## config.mk

```make
export PLATFORM = sky130hd
export DESIGN_NAME = sbst_tap_top
export DESIGN_NICKNAME = d
export VERILOG_FILES = /design/src/inc/sbst_pkg.sv /design/src/inc/sbst_ctl_if.sv /design/src/logic/sbst_tap_fsm.sv /design/src/logic/sbst_bsr.sv /design/src/logic/sbst_tap_top.sv
export SDC_FILE = /design/constraint.sdc
export NUM_CORES = 1
export LEC_CHECK = 0
export BUFFER_PORTS_ARGS = -buffer_cell sky130_fd_sc_hd__buf_2
export CAP_MARGIN = 40
export CORE_MARGIN = 5
export CORE_UTILIZATION = 49
export DETAILED_ROUTE_END_ITERATION = 8
export GPL_TIMING_DRIVEN = 0
export PLACE_DENSITY_LB_ADDON = 0.05
export SETUP_SLACK_MARGIN = 0.02
export SLEW_MARGIN = 15
export SYNTH_ARGS = -nofsm -noshare
export SYNTH_HDL_FRONTEND = slang
export SYNTH_HIERARCHICAL = 1
export SYNTH_SLANG_ARGS = --single-unit
```

## constraint.sdc

```tcl
create_clock -name CORE_CLK -period 2.25 [get_ports CORE_CLK]
set_input_delay 0.45 -clock CORE_CLK [delete_from_list [all_inputs] [get_ports CORE_CLK]]
set_output_delay 0.45 -clock CORE_CLK [all_outputs]
set_load 0.03 [all_outputs]
```

## src/inc/sbst_pkg.sv

```systemverilog
package sbst_pkg;

  // =====================================================================
  // register sizes
  localparam int IR_LEN  = 3;
  localparam int ID_LEN  = 32;
  localparam int BSR_LEN = 76;

  // =====================================================================
  // instruction codes
  localparam logic [2:0] INSTR_EXTEST   = 3'h0;
  localparam logic [2:0] INSTR_IDCODE   = 3'h1;
  localparam logic [2:0] INSTR_SAMPLE_Z = 3'h2;
  localparam logic [2:0] INSTR_BYPASS_A = 3'h3;
  localparam logic [2:0] INSTR_SAMPLE   = 3'h4;
  localparam logic [2:0] INSTR_RESERVED = 3'h5;
  localparam logic [2:0] INSTR_BYPASS_B = 3'h6;
  localparam logic [2:0] INSTR_BYPASS_C = 3'h7;

  // pattern loaded into the instruction shifter on capture
  localparam logic [2:0] IR_CAPTURE_VAL = 3'h1;

  // =====================================================================
  // identification word layout
  localparam int ID_REV_MSB    = 31;
  localparam int ID_REV_LSB    = 28;
  localparam int ID_DEPTH_MSB  = 27;
  localparam int ID_DEPTH_LSB  = 23;
  localparam int ID_WIDTH_MSB  = 22;
  localparam int ID_WIDTH_LSB  = 18;
  localparam int ID_DEV_MSB    = 17;
  localparam int ID_DEV_LSB    = 12;
  localparam int ID_MANUF_MSB  = 11;
  localparam int ID_MANUF_LSB  = 1;
  localparam int ID_PRESENT    = 0;
  localparam logic ID_PRESENT_VAL = 1'b1;

  // =====================================================================
  // boundary chain: index = chain bit number - 1, index 75 faces tdi
  localparam int BSR_POS_ADDR0       = 75;
  localparam int BSR_POS_ADDR1       = 74;
  localparam int BSR_POS_BURST_ORDER = 69;
  localparam int BSR_POS_PARITY_HI   = 63;
  localparam int BSR_POS_PARITY_LO   = 23;
  localparam int BSR_POS_SLEEP       = 9;
  // unconnected positions, captured as zero
  localparam logic [75:0] BSR_NC_MASK = 76'h00f007f0a002f007d01;
  localparam logic [75:0] BSR_RESET   = 76'h00000000000000000000;

  // =====================================================================
  // controller states
  typedef enum logic [3:0] {
    ST_RESET, ST_IDLE,
    ST_SEL_DR, ST_CAP_DR, ST_SHIFT_DR, ST_EXIT1_DR,
    ST_PAUSE_DR, ST_EXIT2_DR, ST_UPD_DR,
    ST_SEL_IR, ST_CAP_IR, ST_SHIFT_IR, ST_EXIT1_IR,
    ST_PAUSE_IR, ST_EXIT2_IR, ST_UPD_IR
  } sbst_state_t;

  // =====================================================================
  // instruction decoding
  function automatic logic sel_bsr(input logic [2:0] ir);
    return (ir == INSTR_EXTEST) || (ir == INSTR_SAMPLE_Z) ||
           (ir == INSTR_SAMPLE);
  endfunction

  function automatic logic sel_hiz(input logic [2:0] ir);
    return (ir == INSTR_EXTEST) || (ir == INSTR_SAMPLE_Z);
  endfunction

  function automatic logic sel_id(input logic [2:0] ir);
    return ir == INSTR_IDCODE;
  endfunction

endpackage

```

## src/inc/sbst_ctl_if.sv

```systemverilog
`timescale 1ns/1ps
interface sbst_ctl_if;
  logic tck_rise;
  logic tms;
  logic tdi;
  logic tlr;
  logic capture_dr;
  logic shift_dr;
  logic update_dr;
  logic capture_ir;
  logic shift_ir;
  logic update_ir;
  logic bsr_sel;
  logic bsr_serial;

  modport fsm (
    input  tck_rise, tms,
    output tlr, capture_dr, shift_dr, update_dr,
    output capture_ir, shift_ir, update_ir
  );

  modport core (
    output tck_rise, tms, tdi, bsr_sel,
    input  tlr, capture_dr, shift_dr, update_dr,
    input  capture_ir, shift_ir, update_ir, bsr_serial
  );

  modport bsr (
    input  tck_rise, tdi, capture_dr, shift_dr, bsr_sel,
    output bsr_serial
  );
endinterface

```

## src/logic/sbst_tap_fsm.sv

```systemverilog
`timescale 1ns/1ps
module sbst_tap_fsm (
  input  wire logic  clk,
  input  wire logic  resetn,
  sbst_ctl_if.fsm    ctl
);

  sbst_pkg::sbst_state_t state;
  sbst_pkg::sbst_state_t next_state;

  // =====================================================================
  // state sequence
  // advance on tck rise
  always_comb begin
    next_state = state;
    if (ctl.tck_rise) begin
      case (state)
        sbst_pkg::ST_RESET:
          next_state = ctl.tms ? sbst_pkg::ST_RESET : sbst_pkg::ST_IDLE;
        sbst_pkg::ST_IDLE:
          next_state = ctl.tms ? sbst_pkg::ST_SEL_DR : sbst_pkg::ST_IDLE;
        sbst_pkg::ST_SEL_DR:
          next_state = ctl.tms ? sbst_pkg::ST_SEL_IR : sbst_pkg::ST_CAP_DR;
        sbst_pkg::ST_CAP_DR:
          next_state = ctl.tms ? sbst_pkg::ST_EXIT1_DR
                               : sbst_pkg::ST_SHIFT_DR;
        sbst_pkg::ST_SHIFT_DR:
          next_state = ctl.tms ? sbst_pkg::ST_EXIT1_DR
                               : sbst_pkg::ST_SHIFT_DR;
        sbst_pkg::ST_EXIT1_DR:
          next_state = ctl.tms ? sbst_pkg::ST_UPD_DR : sbst_pkg::ST_PAUSE_DR;
        sbst_pkg::ST_PAUSE_DR:
          next_state = ctl.tms ? sbst_pkg::ST_EXIT2_DR
                               : sbst_pkg::ST_PAUSE_DR;
        sbst_pkg::ST_EXIT2_DR:
          next_state = ctl.tms ? sbst_pkg::ST_UPD_DR : sbst_pkg::ST_SHIFT_DR;
        sbst_pkg::ST_UPD_DR:
          next_state = ctl.tms ? sbst_pkg::ST_SEL_DR : sbst_pkg::ST_IDLE;
        sbst_pkg::ST_SEL_IR:
          next_state = ctl.tms ? sbst_pkg::ST_RESET : sbst_pkg::ST_CAP_IR;
        sbst_pkg::ST_CAP_IR:
          next_state = ctl.tms ? sbst_pkg::ST_EXIT1_IR
                               : sbst_pkg::ST_SHIFT_IR;
        sbst_pkg::ST_SHIFT_IR:
          next_state = ctl.tms ? sbst_pkg::ST_EXIT1_IR
                               : sbst_pkg::ST_SHIFT_IR;
        sbst_pkg::ST_EXIT1_IR:
          next_state = ctl.tms ? sbst_pkg::ST_UPD_IR : sbst_pkg::ST_PAUSE_IR;
        sbst_pkg::ST_PAUSE_IR:
          next_state = ctl.tms ? sbst_pkg::ST_EXIT2_IR
                               : sbst_pkg::ST_PAUSE_IR;
        sbst_pkg::ST_EXIT2_IR:
          next_state = ctl.tms ? sbst_pkg::ST_UPD_IR : sbst_pkg::ST_SHIFT_IR;
        sbst_pkg::ST_UPD_IR:
          next_state = ctl.tms ? sbst_pkg::ST_SEL_DR : sbst_pkg::ST_IDLE;
        default:
          next_state = sbst_pkg::ST_RESET;
      endcase
    end
  end

  always_ff @(posedge clk or negedge resetn) begin
    if (!resetn) begin
      state <= sbst_pkg::ST_RESET;
    end else begin
      state <= next_state;
    end
  end

  // =====================================================================
  // state flags
  always_comb begin
    ctl.tlr        = state == sbst_pkg::ST_RESET;
    ctl.capture_dr = state == sbst_pkg::ST_CAP_DR;
    ctl.shift_dr   = state == sbst_pkg::ST_SHIFT_DR;
    ctl.update_dr  = state == sbst_pkg::ST_UPD_DR;
    ctl.capture_ir = state == sbst_pkg::ST_CAP_IR;
    ctl.shift_ir   = state == sbst_pkg::ST_SHIFT_IR;
    ctl.update_ir  = state == sbst_pkg::ST_UPD_IR;
  end

endmodule

```

## src/logic/sbst_bsr.sv

```systemverilog
`timescale 1ns/1ps
module sbst_bsr #(
  parameter int BSR_LEN = sbst_pkg::BSR_LEN
) (
  input  wire logic               clk,
  input  wire logic               resetn,
  input  wire logic [BSR_LEN-1:0] ring_in,
  sbst_ctl_if.bsr                 ctl
);

  if (BSR_LEN != sbst_pkg::BSR_LEN) begin : g_len_check
    $error("boundary chain length must match the fixed scan order");
  end

  logic [BSR_LEN-1:0] ring_s1;
  logic [BSR_LEN-1:0] ring_s2;
  logic [BSR_LEN-1:0] chain;
  logic [BSR_LEN-1:0] next_chain;

  // =====================================================================
  // ring capture and shift
  always_comb begin
    next_chain = chain;
    if (ctl.tck_rise && ctl.bsr_sel) begin
      // fixed order, nc zeroed
      if (ctl.capture_dr) begin
        next_chain = ring_s2 & ~sbst_pkg::BSR_NC_MASK;
      // msb faces tdi
      end else if (ctl.shift_dr) begin
        next_chain = {ctl.tdi, chain[BSR_LEN-1:1]};
      end
    end
  end

  always_ff @(posedge clk or negedge resetn) begin
    if (!resetn) begin
      ring_s1 <= sbst_pkg::BSR_RESET;
      ring_s2 <= sbst_pkg::BSR_RESET;
      chain   <= sbst_pkg::BSR_RESET;
    end else begin
      ring_s1 <= ring_in;
      ring_s2 <= ring_s1;
      chain   <= next_chain;
    end
  end

  // lsb faces tdo
  assign ctl.bsr_serial = chain[0];

endmodule

```

## src/logic/sbst_tap_top.sv

```systemverilog
// Notes on behaviour
// code 000: capture ring, chain, outputs high-z
// code 001: identification word on scan path
// code 010: capture ring, chain, outputs high-z
// code 100: capture ring, chain, outputs untouched
// codes 111, 011, 110 select one-bit bypass
// controller never loads reserved code 101; update loads any shifted code, 101 included, as bypass
// identification word 32 bits, bit 0 one
// bits 11:1 hold manufacturer code
// bits 31:28 hold revision number
// bits 27:23 depth, 22:18 width
// bits 17:12 reserved, fixed content
// boundary chain 76 bits, fixed order
// instruction preset to identification on reset
// instruction capture loads low bits 01
// chain msb at input, lsb at output
// standard controller, tdo changes on falling
`timescale 1ns/1ps
module sbst_tap_top #(
  parameter logic [3:0]  REVISION    = 4'h1,
  parameter logic [4:0]  DEPTH_CODE  = 5'h01,
  parameter logic [4:0]  WIDTH_CODE  = 5'h01,
  parameter logic [5:0]  DEVICE_CODE = 6'h00,
  // arbitrary value
  parameter logic [10:0] MANUF_CODE  = 11'h2a5
) (
  input  wire logic                          CORE_CLK,
  input  wire logic                          RESETN,
  input  wire logic                          TCK,
  input  wire logic                          TMS,
  input  wire logic                          TDI,
  input  wire logic [sbst_pkg::BSR_LEN-1:0]  RING_IN,
  output logic                               TDO,
  output logic                               TDO_OE,
  output logic                               MEM_OUT_HIZ,
  output logic [sbst_pkg::IR_LEN-1:0]        INSTR
);

  if (MANUF_CODE == 11'h000) begin : g_manuf_check
    $error("manufacturer code must not be all zero");
  end

  sbst_ctl_if ctl ();

  // =====================================================================
  // pin synchronisers
  logic tck_s1;
  logic tck_s2;
  logic tck_s3;
  logic tms_s1;
  logic tms_s2;
  logic tdi_s1;
  logic tdi_s2;
  logic next_tck_s1;
  logic next_tck_s2;
  logic next_tck_s3;
  logic next_tms_s1;
  logic next_tms_s2;
  logic next_tdi_s1;
  logic next_tdi_s2;
  logic tck_fall;

  // test clock, third stage only for edge finding
  always_comb begin
    next_tck_s1 = TCK;
    next_tck_s2 = tck_s1;
    next_tck_s3 = tck_s2;
  end

  always_ff @(posedge CORE_CLK or negedge RESETN) begin
    if (!RESETN) begin
      tck_s1 <= 1'b0;
      tck_s2 <= 1'b0;
      tck_s3 <= 1'b0;
    end else begin
      tck_s1 <= next_tck_s1;
      tck_s2 <= next_tck_s2;
      tck_s3 <= next_tck_s3;
    end
  end

  // mode select, idles high
  always_comb begin
    next_tms_s1 = TMS;
    next_tms_s2 = tms_s1;
  end

  always_ff @(posedge CORE_CLK or negedge RESETN) begin
    if (!RESETN) begin
      tms_s1 <= 1'b1;
      tms_s2 <= 1'b1;
    end else begin
      tms_s1 <= next_tms_s1;
      tms_s2 <= next_tms_s2;
    end
  end

  // serial input
  always_comb begin
    next_tdi_s1 = TDI;
    next_tdi_s2 = tdi_s1;
  end

  always_ff @(posedge CORE_CLK or negedge RESETN) begin
    if (!RESETN) begin
      tdi_s1 <= 1'b1;
      tdi_s2 <= 1'b1;
    end else begin
      tdi_s1 <= next_tdi_s1;
      tdi_s2 <= next_tdi_s2;
    end
  end

  // edges of the sampled test clock
  assign ctl.tck_rise = tck_s2 & ~tck_s3;
  assign tck_fall     = ~tck_s2 & tck_s3;
  assign ctl.tms      = tms_s2;
  assign ctl.tdi      = tdi_s2;

  // =====================================================================
  // controller and boundary chain
  sbst_tap_fsm u_fsm (
    .clk    (CORE_CLK),
    .resetn (RESETN),
    .ctl    (ctl.fsm)
  );

  sbst_bsr #(
    .BSR_LEN (sbst_pkg::BSR_LEN)
  ) u_bsr (
    .clk     (CORE_CLK),
    .resetn  (RESETN),
    .ring_in (RING_IN),
    .ctl     (ctl.bsr)
  );

  // =====================================================================
  // identification word
  logic [sbst_pkg::ID_LEN-1:0] id_word;

  always_comb begin
    id_word = '0;
    // revision field
    id_word[sbst_pkg::ID_REV_MSB:sbst_pkg::ID_REV_LSB]     = REVISION;
    // depth and width
    id_word[sbst_pkg::ID_DEPTH_MSB:sbst_pkg::ID_DEPTH_LSB] = DEPTH_CODE;
    id_word[sbst_pkg::ID_WIDTH_MSB:sbst_pkg::ID_WIDTH_LSB] = WIDTH_CODE;
    // reserved device field
    id_word[sbst_pkg::ID_DEV_MSB:sbst_pkg::ID_DEV_LSB]     = DEVICE_CODE;
    // manufacturer code
    id_word[sbst_pkg::ID_MANUF_MSB:sbst_pkg::ID_MANUF_LSB] = MANUF_CODE;
    // presence bit
    id_word[sbst_pkg::ID_PRESENT] = sbst_pkg::ID_PRESENT_VAL;
  end

  // =====================================================================
  // instruction and data registers
  logic [sbst_pkg::IR_LEN-1:0] ir;
  logic [sbst_pkg::IR_LEN-1:0] ir_shift;
  logic [sbst_pkg::ID_LEN-1:0] id_shift;
  logic                        bypass;
  logic [sbst_pkg::IR_LEN-1:0] next_ir;
  logic [sbst_pkg::IR_LEN-1:0] next_ir_shift;
  logic [sbst_pkg::ID_LEN-1:0] next_id_shift;
  logic                        next_bypass;
  logic                        dr_serial;

  // boundary chain selection
  assign ctl.bsr_sel = sbst_pkg::sel_bsr(ir);

  // bypass for the remaining codes
  always_comb begin
    if (sbst_pkg::sel_bsr(ir)) begin
      dr_serial = ctl.bsr_serial;
    end else if (sbst_pkg::sel_id(ir)) begin
      dr_serial = id_shift[0];
    end else begin
      dr_serial = bypass;
    end
  end

  // =====================================================================
  // instruction register and its shifter
  always_comb begin
    next_ir       = ir;
    next_ir_shift = ir_shift;
    if (ctl.tck_rise) begin
      // preset in reset state
      if (ctl.tlr) begin
        next_ir = sbst_pkg::INSTR_IDCODE;
      end
      // capture pattern
      if (ctl.capture_ir) begin
        next_ir_shift = sbst_pkg::IR_CAPTURE_VAL;
      end else if (ctl.shift_ir) begin
        next_ir_shift = {ctl.tdi, ir_shift[sbst_pkg::IR_LEN-1:1]};
      end
      if (ctl.update_ir) begin
        next_ir = ir_shift;
      end
    end
  end

  always_ff @(posedge CORE_CLK or negedge RESETN) begin
    if (!RESETN) begin
      // preset at power-up
      ir       <= sbst_pkg::INSTR_IDCODE;
      ir_shift <= sbst_pkg::IR_CAPTURE_VAL;
    end else begin
      ir       <= next_ir;
      ir_shift <= next_ir_shift;
    end
  end

  // =====================================================================
  // identification shifter
  always_comb begin
    next_id_shift = id_shift;
    if (ctl.tck_rise && sbst_pkg::sel_id(ir)) begin
      // load identification word
      if (ctl.capture_dr) begin
        next_id_shift = id_word;
      end else if (ctl.shift_dr) begin
        next_id_shift = {ctl.tdi, id_shift[sbst_pkg::ID_LEN-1:1]};
      end
    end
  end

  always_ff @(posedge CORE_CLK or negedge RESETN) begin
    if (!RESETN) begin
      id_shift <= '0;
    end else begin
      id_shift <= next_id_shift;
    end
  end

  // =====================================================================
  // bypass cell, captures zero
  always_comb begin
    next_bypass = bypass;
    if (ctl.tck_rise) begin
      if (ctl.capture_dr) begin
        next_bypass = 1'b0;
      end else if (ctl.shift_dr) begin
        next_bypass = ctl.tdi;
      end
    end
  end

  always_ff @(posedge CORE_CLK or negedge RESETN) begin
    if (!RESETN) begin
      bypass <= 1'b0;
    end else begin
      bypass <= next_bypass;
    end
  end

  // =====================================================================
  // serial output and its output enable
  logic next_tdo;
  logic next_tdo_oe;
  logic next_hiz;

  always_comb begin
    next_tdo    = TDO;
    next_tdo_oe = TDO_OE;
    // tdo changes on falling edge
    if (tck_fall) begin
      next_tdo_oe = ctl.shift_ir | ctl.shift_dr;
      if (ctl.shift_ir) begin
        next_tdo = ir_shift[0];
      end else if (ctl.shift_dr) begin
        next_tdo = dr_serial;
      end else begin
        next_tdo = 1'b0;
      end
    end
  end

  always_ff @(posedge CORE_CLK or negedge RESETN) begin
    if (!RESETN) begin
      TDO    <= 1'b0;
      TDO_OE <= 1'b0;
    end else begin
      TDO    <= next_tdo;
      TDO_OE <= next_tdo_oe;
    end
  end

  // =====================================================================
  // memory output control and instruction view
  always_comb begin
    // high-z for 000 and 010
    next_hiz = sbst_pkg::sel_hiz(ir);
  end

  always_ff @(posedge CORE_CLK or negedge RESETN) begin
    if (!RESETN) begin
      MEM_OUT_HIZ <= 1'b0;
      INSTR       <= sbst_pkg::INSTR_IDCODE;
    end else begin
      MEM_OUT_HIZ <= next_hiz;
      INSTR       <= next_ir;
    end
  end

endmodule

```

==> impl_metrics.csv, run 1 <==
group,metric,value,unit
timing,worst_slack,0.151,ns
place,dpl_cell_area,9690,um^2
place,place.gp.congestion,0.774,
worst_hold_path,min_to,"u_bsr/ring_s1[37]$_DFF_PN0_",
clock_tree,clk_path_buf_depth,3,
route,ant_nets,0,
timing,worstMarginPinSlew,0.508,ns
die,die_x,146,um
grt,grt_remaining_overflow,0,
grt,track_usage,14.0,%
critical_path,r2r-start,"u_fsm/state[1]$_DFFE_PN0P_",
timing,final-max-slew-violation-count,0,
place,io_buffers,61,
clock_tree,clockRootBuffer,"clkbuf_16",
finish,final_nets,746,
die,core,18000,um^2
timing,period_share,93.3,%
timing,relSlewSlack,66.1,%
critical_path,crit_buf_inv,3,
route,drt-vias-per-instance,5.01,
synthesis,synth_area_per_cell,15.8,um^2
timing,fin_crit,2.10,ns
die,pin_count,87,
status,outcome,"finished, final reports clean",
timing,hold_viol,0,
critical_path,ff2ff_path_depth,7,
grt,grt_pass1_vias,4981,
synthesis,synthCells,570,
finish,fin_area,10500,um^2
grt,grt_pass1_wl,25.2,mm
place,dp_hpwl,9.00,mm
clock_tree,cts_made_buffers,25,
power_and_ir_drop,irDropWorstVdd,0.863,mV
finish,layout-drive-gt1-share,44.2,%
timing,rsz0062_at_grt,"no",
die,die_y,146,um
synthesis,ys_warn_count,6,
clock_tree,cts_tree,"done",
die,initial_core_util,50.1,%
power_and_ir_drop,p_per_area,1030,nW/um^2
route,drc,0,
timing,fin_skew,0.0192,ns
finish,utilization,58.2,%
power_and_ir_drop,p_leak,5.09,nW
finish,nFillCells,1410,
critical_path,path_cells,"buf_4 > nor2_1 > and3_1 > o211a_4 > buf_6 > buf_6 > mux2_4",
critical_path,worstPathRequired,2.63,ns
place,preCtsSetupSlack,-0.327,ns
worst_hold_path,hold_depth,1,
timing,fin_hold_ws,0.0354,ns
grt,antenna_found_initial,0,
die,fp-row-count,49,
route,drtIter0Drc,185,
die,dieArea,21200,um^2
timing,fmax,476,MHz
critical_path,r2r_end,"u_bsr/chain[62]$_DFFE_PN0P_",
run,maxCapViolations,0,
critical_path,crit_path_end_kind,"flop",
worst_hold_path,hp-class,"primary input to flop",
power_and_ir_drop,finalPower,0.0109,W
critical_path,setup.worst_path.start,"u_fsm/state[1]$_DFFE_PN0P_",
clock_tree,clk_latency,0.52,ns
finish,n_antenna_cell,0,
timing,setup_viol,0,
clock_tree,htreeDepth,1,
critical_path,cp_common_cell,"buf_6",
critical_path,r2r_slack,0.15,ns
route,wire_per_inst,15.8,um
grt,grt_max_degree,87,
clock_tree,clk_pin_slew,0.06,ns
critical_path,crit_path_start_kind,"flop",
worst_hold_path,hold_path_startpoint,"RING_IN[37]",
critical_path,max_stage_delay,0.41,ns
route,dr.pass1.iters,4,
critical_path,critPathSlowestCell,"dfrtp_2",
critical_path,cpLargestDelayFamily,"buffers and inverters",
route,vias,4566,
synthesis,syn_area,9020,um^2
route,drt-total-wl,14.4,mm
synthesis,syn_nets,651,
clock_tree,cts.sinks,231,
finish,area_growth,16.3,%
critical_path,path_class,"flop to flop",
critical_path,arrival,2.48,ns
critical_path,cp_max_fo,10,
## registers in the layout, summed over array words and instances, names as in the netlist
name and flops:
TDO_OE 1, u_bsr/ring_s1 51, u_bsr/ring_s2 51, TDO 1
ir_shift 3, u_bsr/chain 76, next_tdi_s2 1, bypass 1
u_fsm/state 4, next_tms_s2 1, ctl.tdi 1, next_tck_s3 1
MEM_OUT_HIZ 1, INSTR 3, next_tck_s2 1, id_shift 32
tck_s3 1, ctl.tms 1
## area by class of cell
class | instances | area (um^2) | area share (%)
Clock inverter | 9 | 57.6 | 0.548
Timing Repair Buffer | 68 | 413 | 3.93
Multi-Input combinational cell | 290 | 2900 | 27.6
Sequential cell | 231 | 5790 | 55.1
Clock buffer | 36 | 687 | 6.54
Tap cell | 229 | 287 | 2.73
Buffer | 33 | 310 | 2.96
Inverter | 16 | 60.1 | 0.572
## placed cells by master (no fill, tap or decap), types with 2 or more instances in the layout
cell type        n
mux2_2          90
buf_4            9
dlygate4sd3_1    2
nor2_1          22
a21oi_1          3
and4b_2          2
buf_2           66
clkbuf_16       25
and2b_1         19
nand2_1          9
clkbuf_1        11
nor4b_1          2
mux2_4          61
o2bb2ai_1        2
o21ai_0          5
clkinv_2         6
clkbuf_2         2
a211oi_1         2
mux2i_1          9
nand3_1          2
dfstp_2          6
nor2b_1         26
inv_1           16
buf_12           3
o211ai_1         2
clkbuf_8         2
a31oi_1          3
dfrtp_1        224
buf_6           13
buf_16           2
## metrics by stage
stage	TNS, ns	instances
2_1_floorplan	0	570
3_3_place_gp	-733.32	860
3_5_place_dp	-20.37	862
4_1_cts	0	911
5_1_grt	0	912
6_report	0	912
## metal layers
layer	wire [um]	track usage [%]	share of wire [%]	vias up
met4	394	4.20	2.7	0
li1	-	-	-	2147
met5	0	0	0	-
met3	580	2.90	4.0	33
met1	6510	19.5	45	2298
met2	6930	22.3	48	88
## worst max path at each step
| stage | endpoint | slack, ns | cells after the start |
|---|---|---|---|
| after global placement | u_bsr/ring_s1[17]$_DFF_PN0_ | -3.13 | 1 |
| after detailed placement | u_bsr/chain[66]$_DFFE_PN0P_ | -0.33 | 8 |
| final | u_bsr/chain[62]$_DFFE_PN0P_ | 0.15 | 7 |
| after CTS | u_bsr/chain[59]$_DFFE_PN0P_ | 0.03 | 8 |
| after global routing | u_bsr/chain[59]$_DFFE_PN0P_ | 0.07 | 8 |
| after floorplan | u_bsr/chain[56]$_DFFE_PN0P_ | 0.18 | 8 |
## power breakdown
part	internal [W]	total [W]	switching [W]
registers	0.00466	0.00490	0.000242
logic	0.00122	0.00228	0.00107
clock network	0.00213	0.00368	0.00156
## repair_timing
action,4_1_cts,5_1_grt
setup buffers,2,1
hold endpoints to repair,68,0
resized for setup,8,0
hold buffers,2,0
setup endpoints to repair,97,79
pin swaps,1,1
Power figures use the tool's default switching activity.
==> run 2: changes to the inputs <==
- CORE_UTILIZATION: 49 -> 55
- CTS_CLUSTER_DIAMETER: default -> 80
- clock period: 2.25 -> 2.4 ns (I/O delays scaled with it)
==> run 2 against run 1 <==
Against the previous run: routed wire length is 1.8% lower; setup slack worse by 0.019 ns; cell area is 0.82% higher; sequential share of layout area is 0.45 points lower; non-clock buffer count stayed put; register-to-register slack worse by 0.02 ns; clock power is 6.0% higher; flip-flop and latch count stayed put; hold slack better by 0.024 ns; final cell count is 1.6% lower; power is 2.0% lower; critical path type unchanged; critical endpoint is now u_bsr/chain[74]$_DFFE_PN0P_; highest routed layer unchanged.
==> impl_metrics.csv, run 2 (synthesis results as in run 1) <==
group,metric,value,unit
die,fp-row-count,46,
clock_tree,clockRootBuffer,"clkbuf_16",
grt,track_usage,15.3,%
clock_tree,cts.sinks,231,
timing,worstMarginPinSlew,0.498,ns
grt,grt_remaining_overflow,0,
timing,hold_viol,0,
place,dp_hpwl,8.96,mm
timing,worst_slack,0.132,ns
finish,largest-register,"u_bsr/chain",
grt,grt_max_degree,85,
critical_path,r2r-start,"u_fsm/state[0]$_DFFE_PN0P_",
critical_path,cp_max_fo,10,
route,dr.pass1.iters,4,
timing,relSlewSlack,66.8,%
critical_path,worstPathRequired,2.79,ns
route,wire_per_inst,15.8,um
finish,largest_reg_flops,76,
finish,fin_area,10600,um^2
route,vias,4584,
power_and_ir_drop,combinationalPowerShare,20.2,%
critical_path,r2r_slack,0.13,ns
timing,fin_crit,2.27,ns
die,die_x,138,um
critical_path,r2r_end,"u_bsr/chain[74]$_DFFE_PN0P_",
grt,grt_pass1_wl,24.9,mm
power_and_ir_drop,irDropWorstVdd,0.682,mV
power_and_ir_drop,power_frac_clock,36.6,%
finish,layout_commonest_cell,"dfrtp_1",
timing,final-max-slew-violation-count,0,
critical_path,crit_path_start_kind,"flop",
route,drt-total-wl,14.1,mm
die,pin_count,87,
finish,instances_no_fill,897,
critical_path,ff2ff_path_depth,9,
clock_tree,clk_path_buf_depth,3,
finish,n_antenna_cell,0,
die,dieArea,19100,um^2
route,drc,0,
route,drt-vias-per-instance,5.11,
critical_path,crit_path_end_kind,"flop",
power_and_ir_drop,p_sw_share,25.3,%
status,outcome,"finished, final reports clean",
route,drtIter0Drc,178,
die,die_y,138,um
critical_path,path_class,"flop to flop",
grt,antenna_found_initial,0,
power_and_ir_drop,p_seq_share,43.2,%
place,dpl_cell_area,9670,um^2
place,io_buffers,61,
run,maxCapViolations,0,
finish,final_cell_mix,"224 x dfrtp_1, 90 x mux2_2, 66 x buf_2",
power_and_ir_drop,net-switching-power,0.00270,W
finish,final_nets,745,
timing,period_share,94.5,%
worst_hold_path,hold_depth,1,
place,dp.cells,850,
timing,fin_skew,0.0153,ns
clock_tree,clk_pin_slew,0.06,ns
place,preCtsSetupSlack,-0.138,ns
critical_path,setup.worst_path.start,"u_fsm/state[0]$_DFFE_PN0P_",
die,core,16000,um^2
power_and_ir_drop,p_int,0.00795,W
clock_tree,cts_tree,"done",
timing,fmax,441,MHz
timing,setup_viol,0,
die,initial_core_util,56.4,%
grt,grt_pass1_vias,4915,
finish,layout-drive-gt1-share,45.1,%
worst_hold_path,hp-class,"primary input to flop",
critical_path,crit_end,"u_bsr/chain[74]$_DFFE_PN0P_",
clock_tree,htreeDepth,1,
clock_tree,clk_latency,0.51,ns
power_and_ir_drop,p_per_area,1010,nW/um^2
finish,area_growth,17.3,%
place,place.gp.congestion,0.750,
finish,reg_top3,"u_bsr/chain x76, u_bsr/ring_s1 x51, u_bsr/ring_s2 x51",
route,ant_nets,0,
clock_tree,cts_made_buffers,24,
critical_path,arrival,2.65,ns
timing,rsz0062_at_grt,"no",
power_and_ir_drop,p_leak,5.15,nW
## run 2: cell type report
| type | instances | area (um^2) |
|---|---|---|
| inverter | 16 | 60.1 |
| multi-input combinational | 290 | 2900 |
| timing repair buffer | 68 | 410 |
| fill | 1161 | 5420 |
| buffer | 33 | 308 |
| clock buffer | 29 | 639 |
| sequential | 231 | 5790 |
| tap | 216 | 270 |
| clock inverter | 14 | 210 |
## run 2: worst min path at each step
stage | start | endpoint | slack (ns)
after global placement | u_bsr/ring_s1[20]$_DFF_PN0_ | u_bsr/ring_s2[20]$_DFF_PN0_ | 0.33
after CTS | TMS | next_tms_s2$_DFF_PN1_ | 0.03
after floorplan | RESETN | INSTR[1]$_DFFE_PN0P_ | 0.18
after detailed placement | u_bsr/ring_s1[22]$_DFF_PN0_ | u_bsr/ring_s2[22]$_DFF_PN0_ | 0.33
final | TMS | next_tms_s2$_DFF_PN1_ | 0.06
after global routing | TMS | next_tms_s2$_DFF_PN1_ | 0.03
## run 2: power by group through the flow
stage               sequential (W)  combinational (W)  clock [W]
floorplan                  0.00464            0.00156          0
finish                     0.00460            0.00215    0.00390
detailed placement         0.00467            0.00207          0
global route               0.00466            0.00236    0.00419
CTS                        0.00460            0.00212    0.00403
global placement           0.00465            0.00199          0
## run 2: metal layers
metal | wire, um | GRT usage [%]
met5 | 0 | 0
met4 | 385 | 4.00
met3 | 527 | 3.14
met2 | 6660 | 23.9
met1 | 6580 | 22.2
## run 2: critical path, stage by stage, from the launching register on
cell and delay [ns]:
dfrtp_2 0.39, buf_4 0.17, nand2_2 0.10, nor3_4 0.21, buf_4 0.17, buf_4 0.16
buf_6 0.16, buf_6 0.16, mux2_2 0.36, mux2_4 0.26
## run 2: timing repair
action / 4_1_cts / 5_1_grt
resized for setup: 4 / 7
pin swaps: 0 / 1
cloned: 0 / 0
setup endpoints to repair: 70 / 70
buffers inserted: 1 / 2
hold buffers: 1 / 0
hold endpoints to repair: 66 / 0
## run 2: metrics by stage
stage | power, W | util, % | setup TNS, ns | hold WS, ns
final | 0.0106 | 66.2 | 0 | 0.0594
after global routing | 0.0112 | 66.2 | 0 | 0.0332
after CTS | 0.0108 | 66.0 | 0 | 0.0302
after detailed placement | 0.00674 | 60.4 | -7.54 | 0.335
after global placement | 0.00664 | 60.0 | -695.70 | 0.331
after floorplan | 0.00620 | - | 0 | 0.184
==> run 3: changes to the inputs <==
- SETUP_SLACK_MARGIN: 0.02 -> 0.3
==> run 3 against run 2 <==
Against the previous run: clock power up 3%; final cell count decreased by 0.22%; clock skew is 0.0060 ns higher; non-clock buffer count fell by 1; hold slack better by 0.0035 ns; critical endpoint is now u_bsr/chain[69]$_DFFE_PN0P_; highest routed layer unchanged.
==> impl_metrics.csv, run 3 (synthesis results as in run 1) <==
group,metric,value,unit
grt,track_usage,15.2,%
grt,grt_max_degree,92,
route,dr.pass1.iters,4,
finish,layout_commonest_cell,"dfrtp_1",
timing,rsz0062_at_grt,"yes",
clock_tree,cts.sinks,231,
timing,fin_crit,2.05,ns
clock_tree,clk_pin_slew,0.06,ns
timing,setup_viol,0,
power_and_ir_drop,irDropWorstVdd,0.747,mV
timing,worstMarginPinSlew,0.472,ns
finish,largest-register,"u_bsr/chain",
critical_path,crit_path_end_kind,"flop",
route,drc,0,
clock_tree,clockRootBuffer,"clkbuf_16",
route,met2_length,6.73,mm
route,ant_nets,0,
finish,n_antenna_cell,0,
die,dieArea,19100,um^2
worst_hold_path,hp-class,"primary input to flop",
finish,area_growth,17.6,%
route,drt-total-wl,14.3,mm
clock_tree,clk_latency,0.51,ns
critical_path,crit_buf_inv,5,
timing,final-max-slew-violation-count,0,
critical_path,critPathSlowestCell,"dfrtp_1",
clock_tree,cts_made_buffers,24,
critical_path,cpLargestDelayFamily,"buffers and inverters",
clock_tree,htreeDepth,1,
grt,grt_remaining_overflow,0,
clock_tree,cts_tree,"done",
place,dp_hpwl,9.11,mm
finish,largest_reg_flops,76,
route,vias,4584,
critical_path,path_cells,"buf_6 > buf_6 > nor3_4 > buf_6 > o211a_4 > buf_6 > buf_6 > mux2_4",
run,maxCapViolations,0,
finish,instances_no_fill,895,
place,io_buffers,61,
place,dp.cells,849,
power_and_ir_drop,p_per_area,1010,nW/um^2
route,drtIter0Drc,182,
power_and_ir_drop,p_leak,5.14,nW
finish,layout-drive-gt1-share,44.6,%
clock_tree,clk_path_buf_depth,3,
finish,final_cell_mix,"224 x dfrtp_1, 90 x mux2_2, 63 x buf_2",
timing,fin_skew,0.0213,ns
route,met3_length,580,um
die,pin_count,87,
grt,grt_pass1_vias,5057,
critical_path,cp_max_fo,10,
finish,final_nets,744,
critical_path,max_stage_delay,0.37,ns
route,wire_per_inst,16.0,um
timing,period_share,85.4,%
finish,nFillCells,1181,
route,drt-vias-per-instance,5.12,
critical_path,path_class,"flop to flop",
power_and_ir_drop,finalPower,0.0108,W
die,core,16000,um^2
die,die_y,138,um
grt,antenna_found_initial,0,
die,die_x,138,um
route,wl_met1,6.61,mm
timing,setup_tns,0,ns
die,initial_core_util,56.4,%
critical_path,cp_common_cell,"buf_6",
grt,grt_pass1_wl,24.6,mm
critical_path,worstPathRequired,2.78,ns
critical_path,crit_path_start_kind,"flop",
critical_path,arrival,2.43,ns
timing,fmax,488,MHz
status,outcome,"finished, final reports clean",
timing,hold_viol,0,
route,highest_layer,"met4",
finish,reg_top3,"u_bsr/chain x76, u_bsr/ring_s1 x51, u_bsr/ring_s2 x51",
die,fp-row-count,46,
place,place.gp.congestion,0.785,
timing,relSlewSlack,68.5,%
## run 3: cell count changes in the layout (fill, tap and decap cells not counted), sizes merged
cell and change:
buf -4, bufinv +1, clkdlybuf4s15 +1, clkbuf +5
dlygate4sd1 -1, clkinv -4
## run 3: stage by stage
step,instance area [um^2],hold WS (ns),setup slack (ns),util [%]
final,10600,0.0630,0.350,66.3
after floorplan,9030,0.184,0.333,-
after global routing,10600,0.0391,0.296,66.3
after CTS,10600,0.0420,0.281,66.2
after detailed placement,9670,0.335,-0.151,60.4
after global placement,9600,0.332,-2.98,60.0
## run 3: area by class of cell
type                       instances  area (um^2)  share of cell area (%)
sequential                       231         5790                    54.5
multi-input combinational        290         2900                    27.3
clock buffer                      31          647                    6.09
timing repair buffer              67          403                    3.80
buffer                            33          334                    3.15
tap                              216          270                    2.55
clock inverter                    11          216                    2.04
inverter                          16         60.1                   0.566
## run 3: layer usage
layer  track usage, %  vias up
met5                0        -
met4             4.89        0
met3             3.00       28
met2             24.6       87
met1             20.8     2329
li1                 -     2140
## run 3: power by group
part / internal (W) / switching, W / total, W
logic: 0.00117 / 0.00101 / 0.00218
clock network: 0.00254 / 0.00145 / 0.00400
registers: 0.00436 / 0.000228 / 0.00459
## run 3: path summary, 6_finish.rpt
path	slack, ns	startpoint	cells past startpoint	endpoint
max	0.35	u_fsm/state[2]$_DFFE_PN0P_	8	u_bsr/chain[69]$_DFFE_PN0P_
min	0.06	TMS	1	next_tms_s2$_DFF_PN1_
max reg2reg	0.35	u_fsm/state[2]$_DFFE_PN0P_	8	u_bsr/chain[69]$_DFFE_PN0P_
max in group asynchronous	0.71	RESETN	4	next_tdi_s2$_DFF_PN1_
min reg2reg	0.35	u_bsr/ring_s1[2]$_DFF_PN0_	0	u_bsr/ring_s2[2]$_DFF_PN0_
min in group asynchronous	0.50	RESETN	2	id_shift[4]$_DFFE_PN0P_
## run 3: what timing repair did
action,in CTS,in global routing
setup buffers,3,0
endpoints found under the setup margin,98,74
hold buffers,1,0
hold endpoints to repair,60,0
gates resized for setup,6,9
pin swaps,1,1
## run 3: worst reg2reg max path: stages (launching register included)
cell	delay, ns
dfrtp_1	0.37
buf_6	0.14
buf_6	0.14
nor3_4	0.24
buf_6	0.17
o211a_4	0.20
buf_6	0.17
buf_6	0.20
mux2_4	0.32
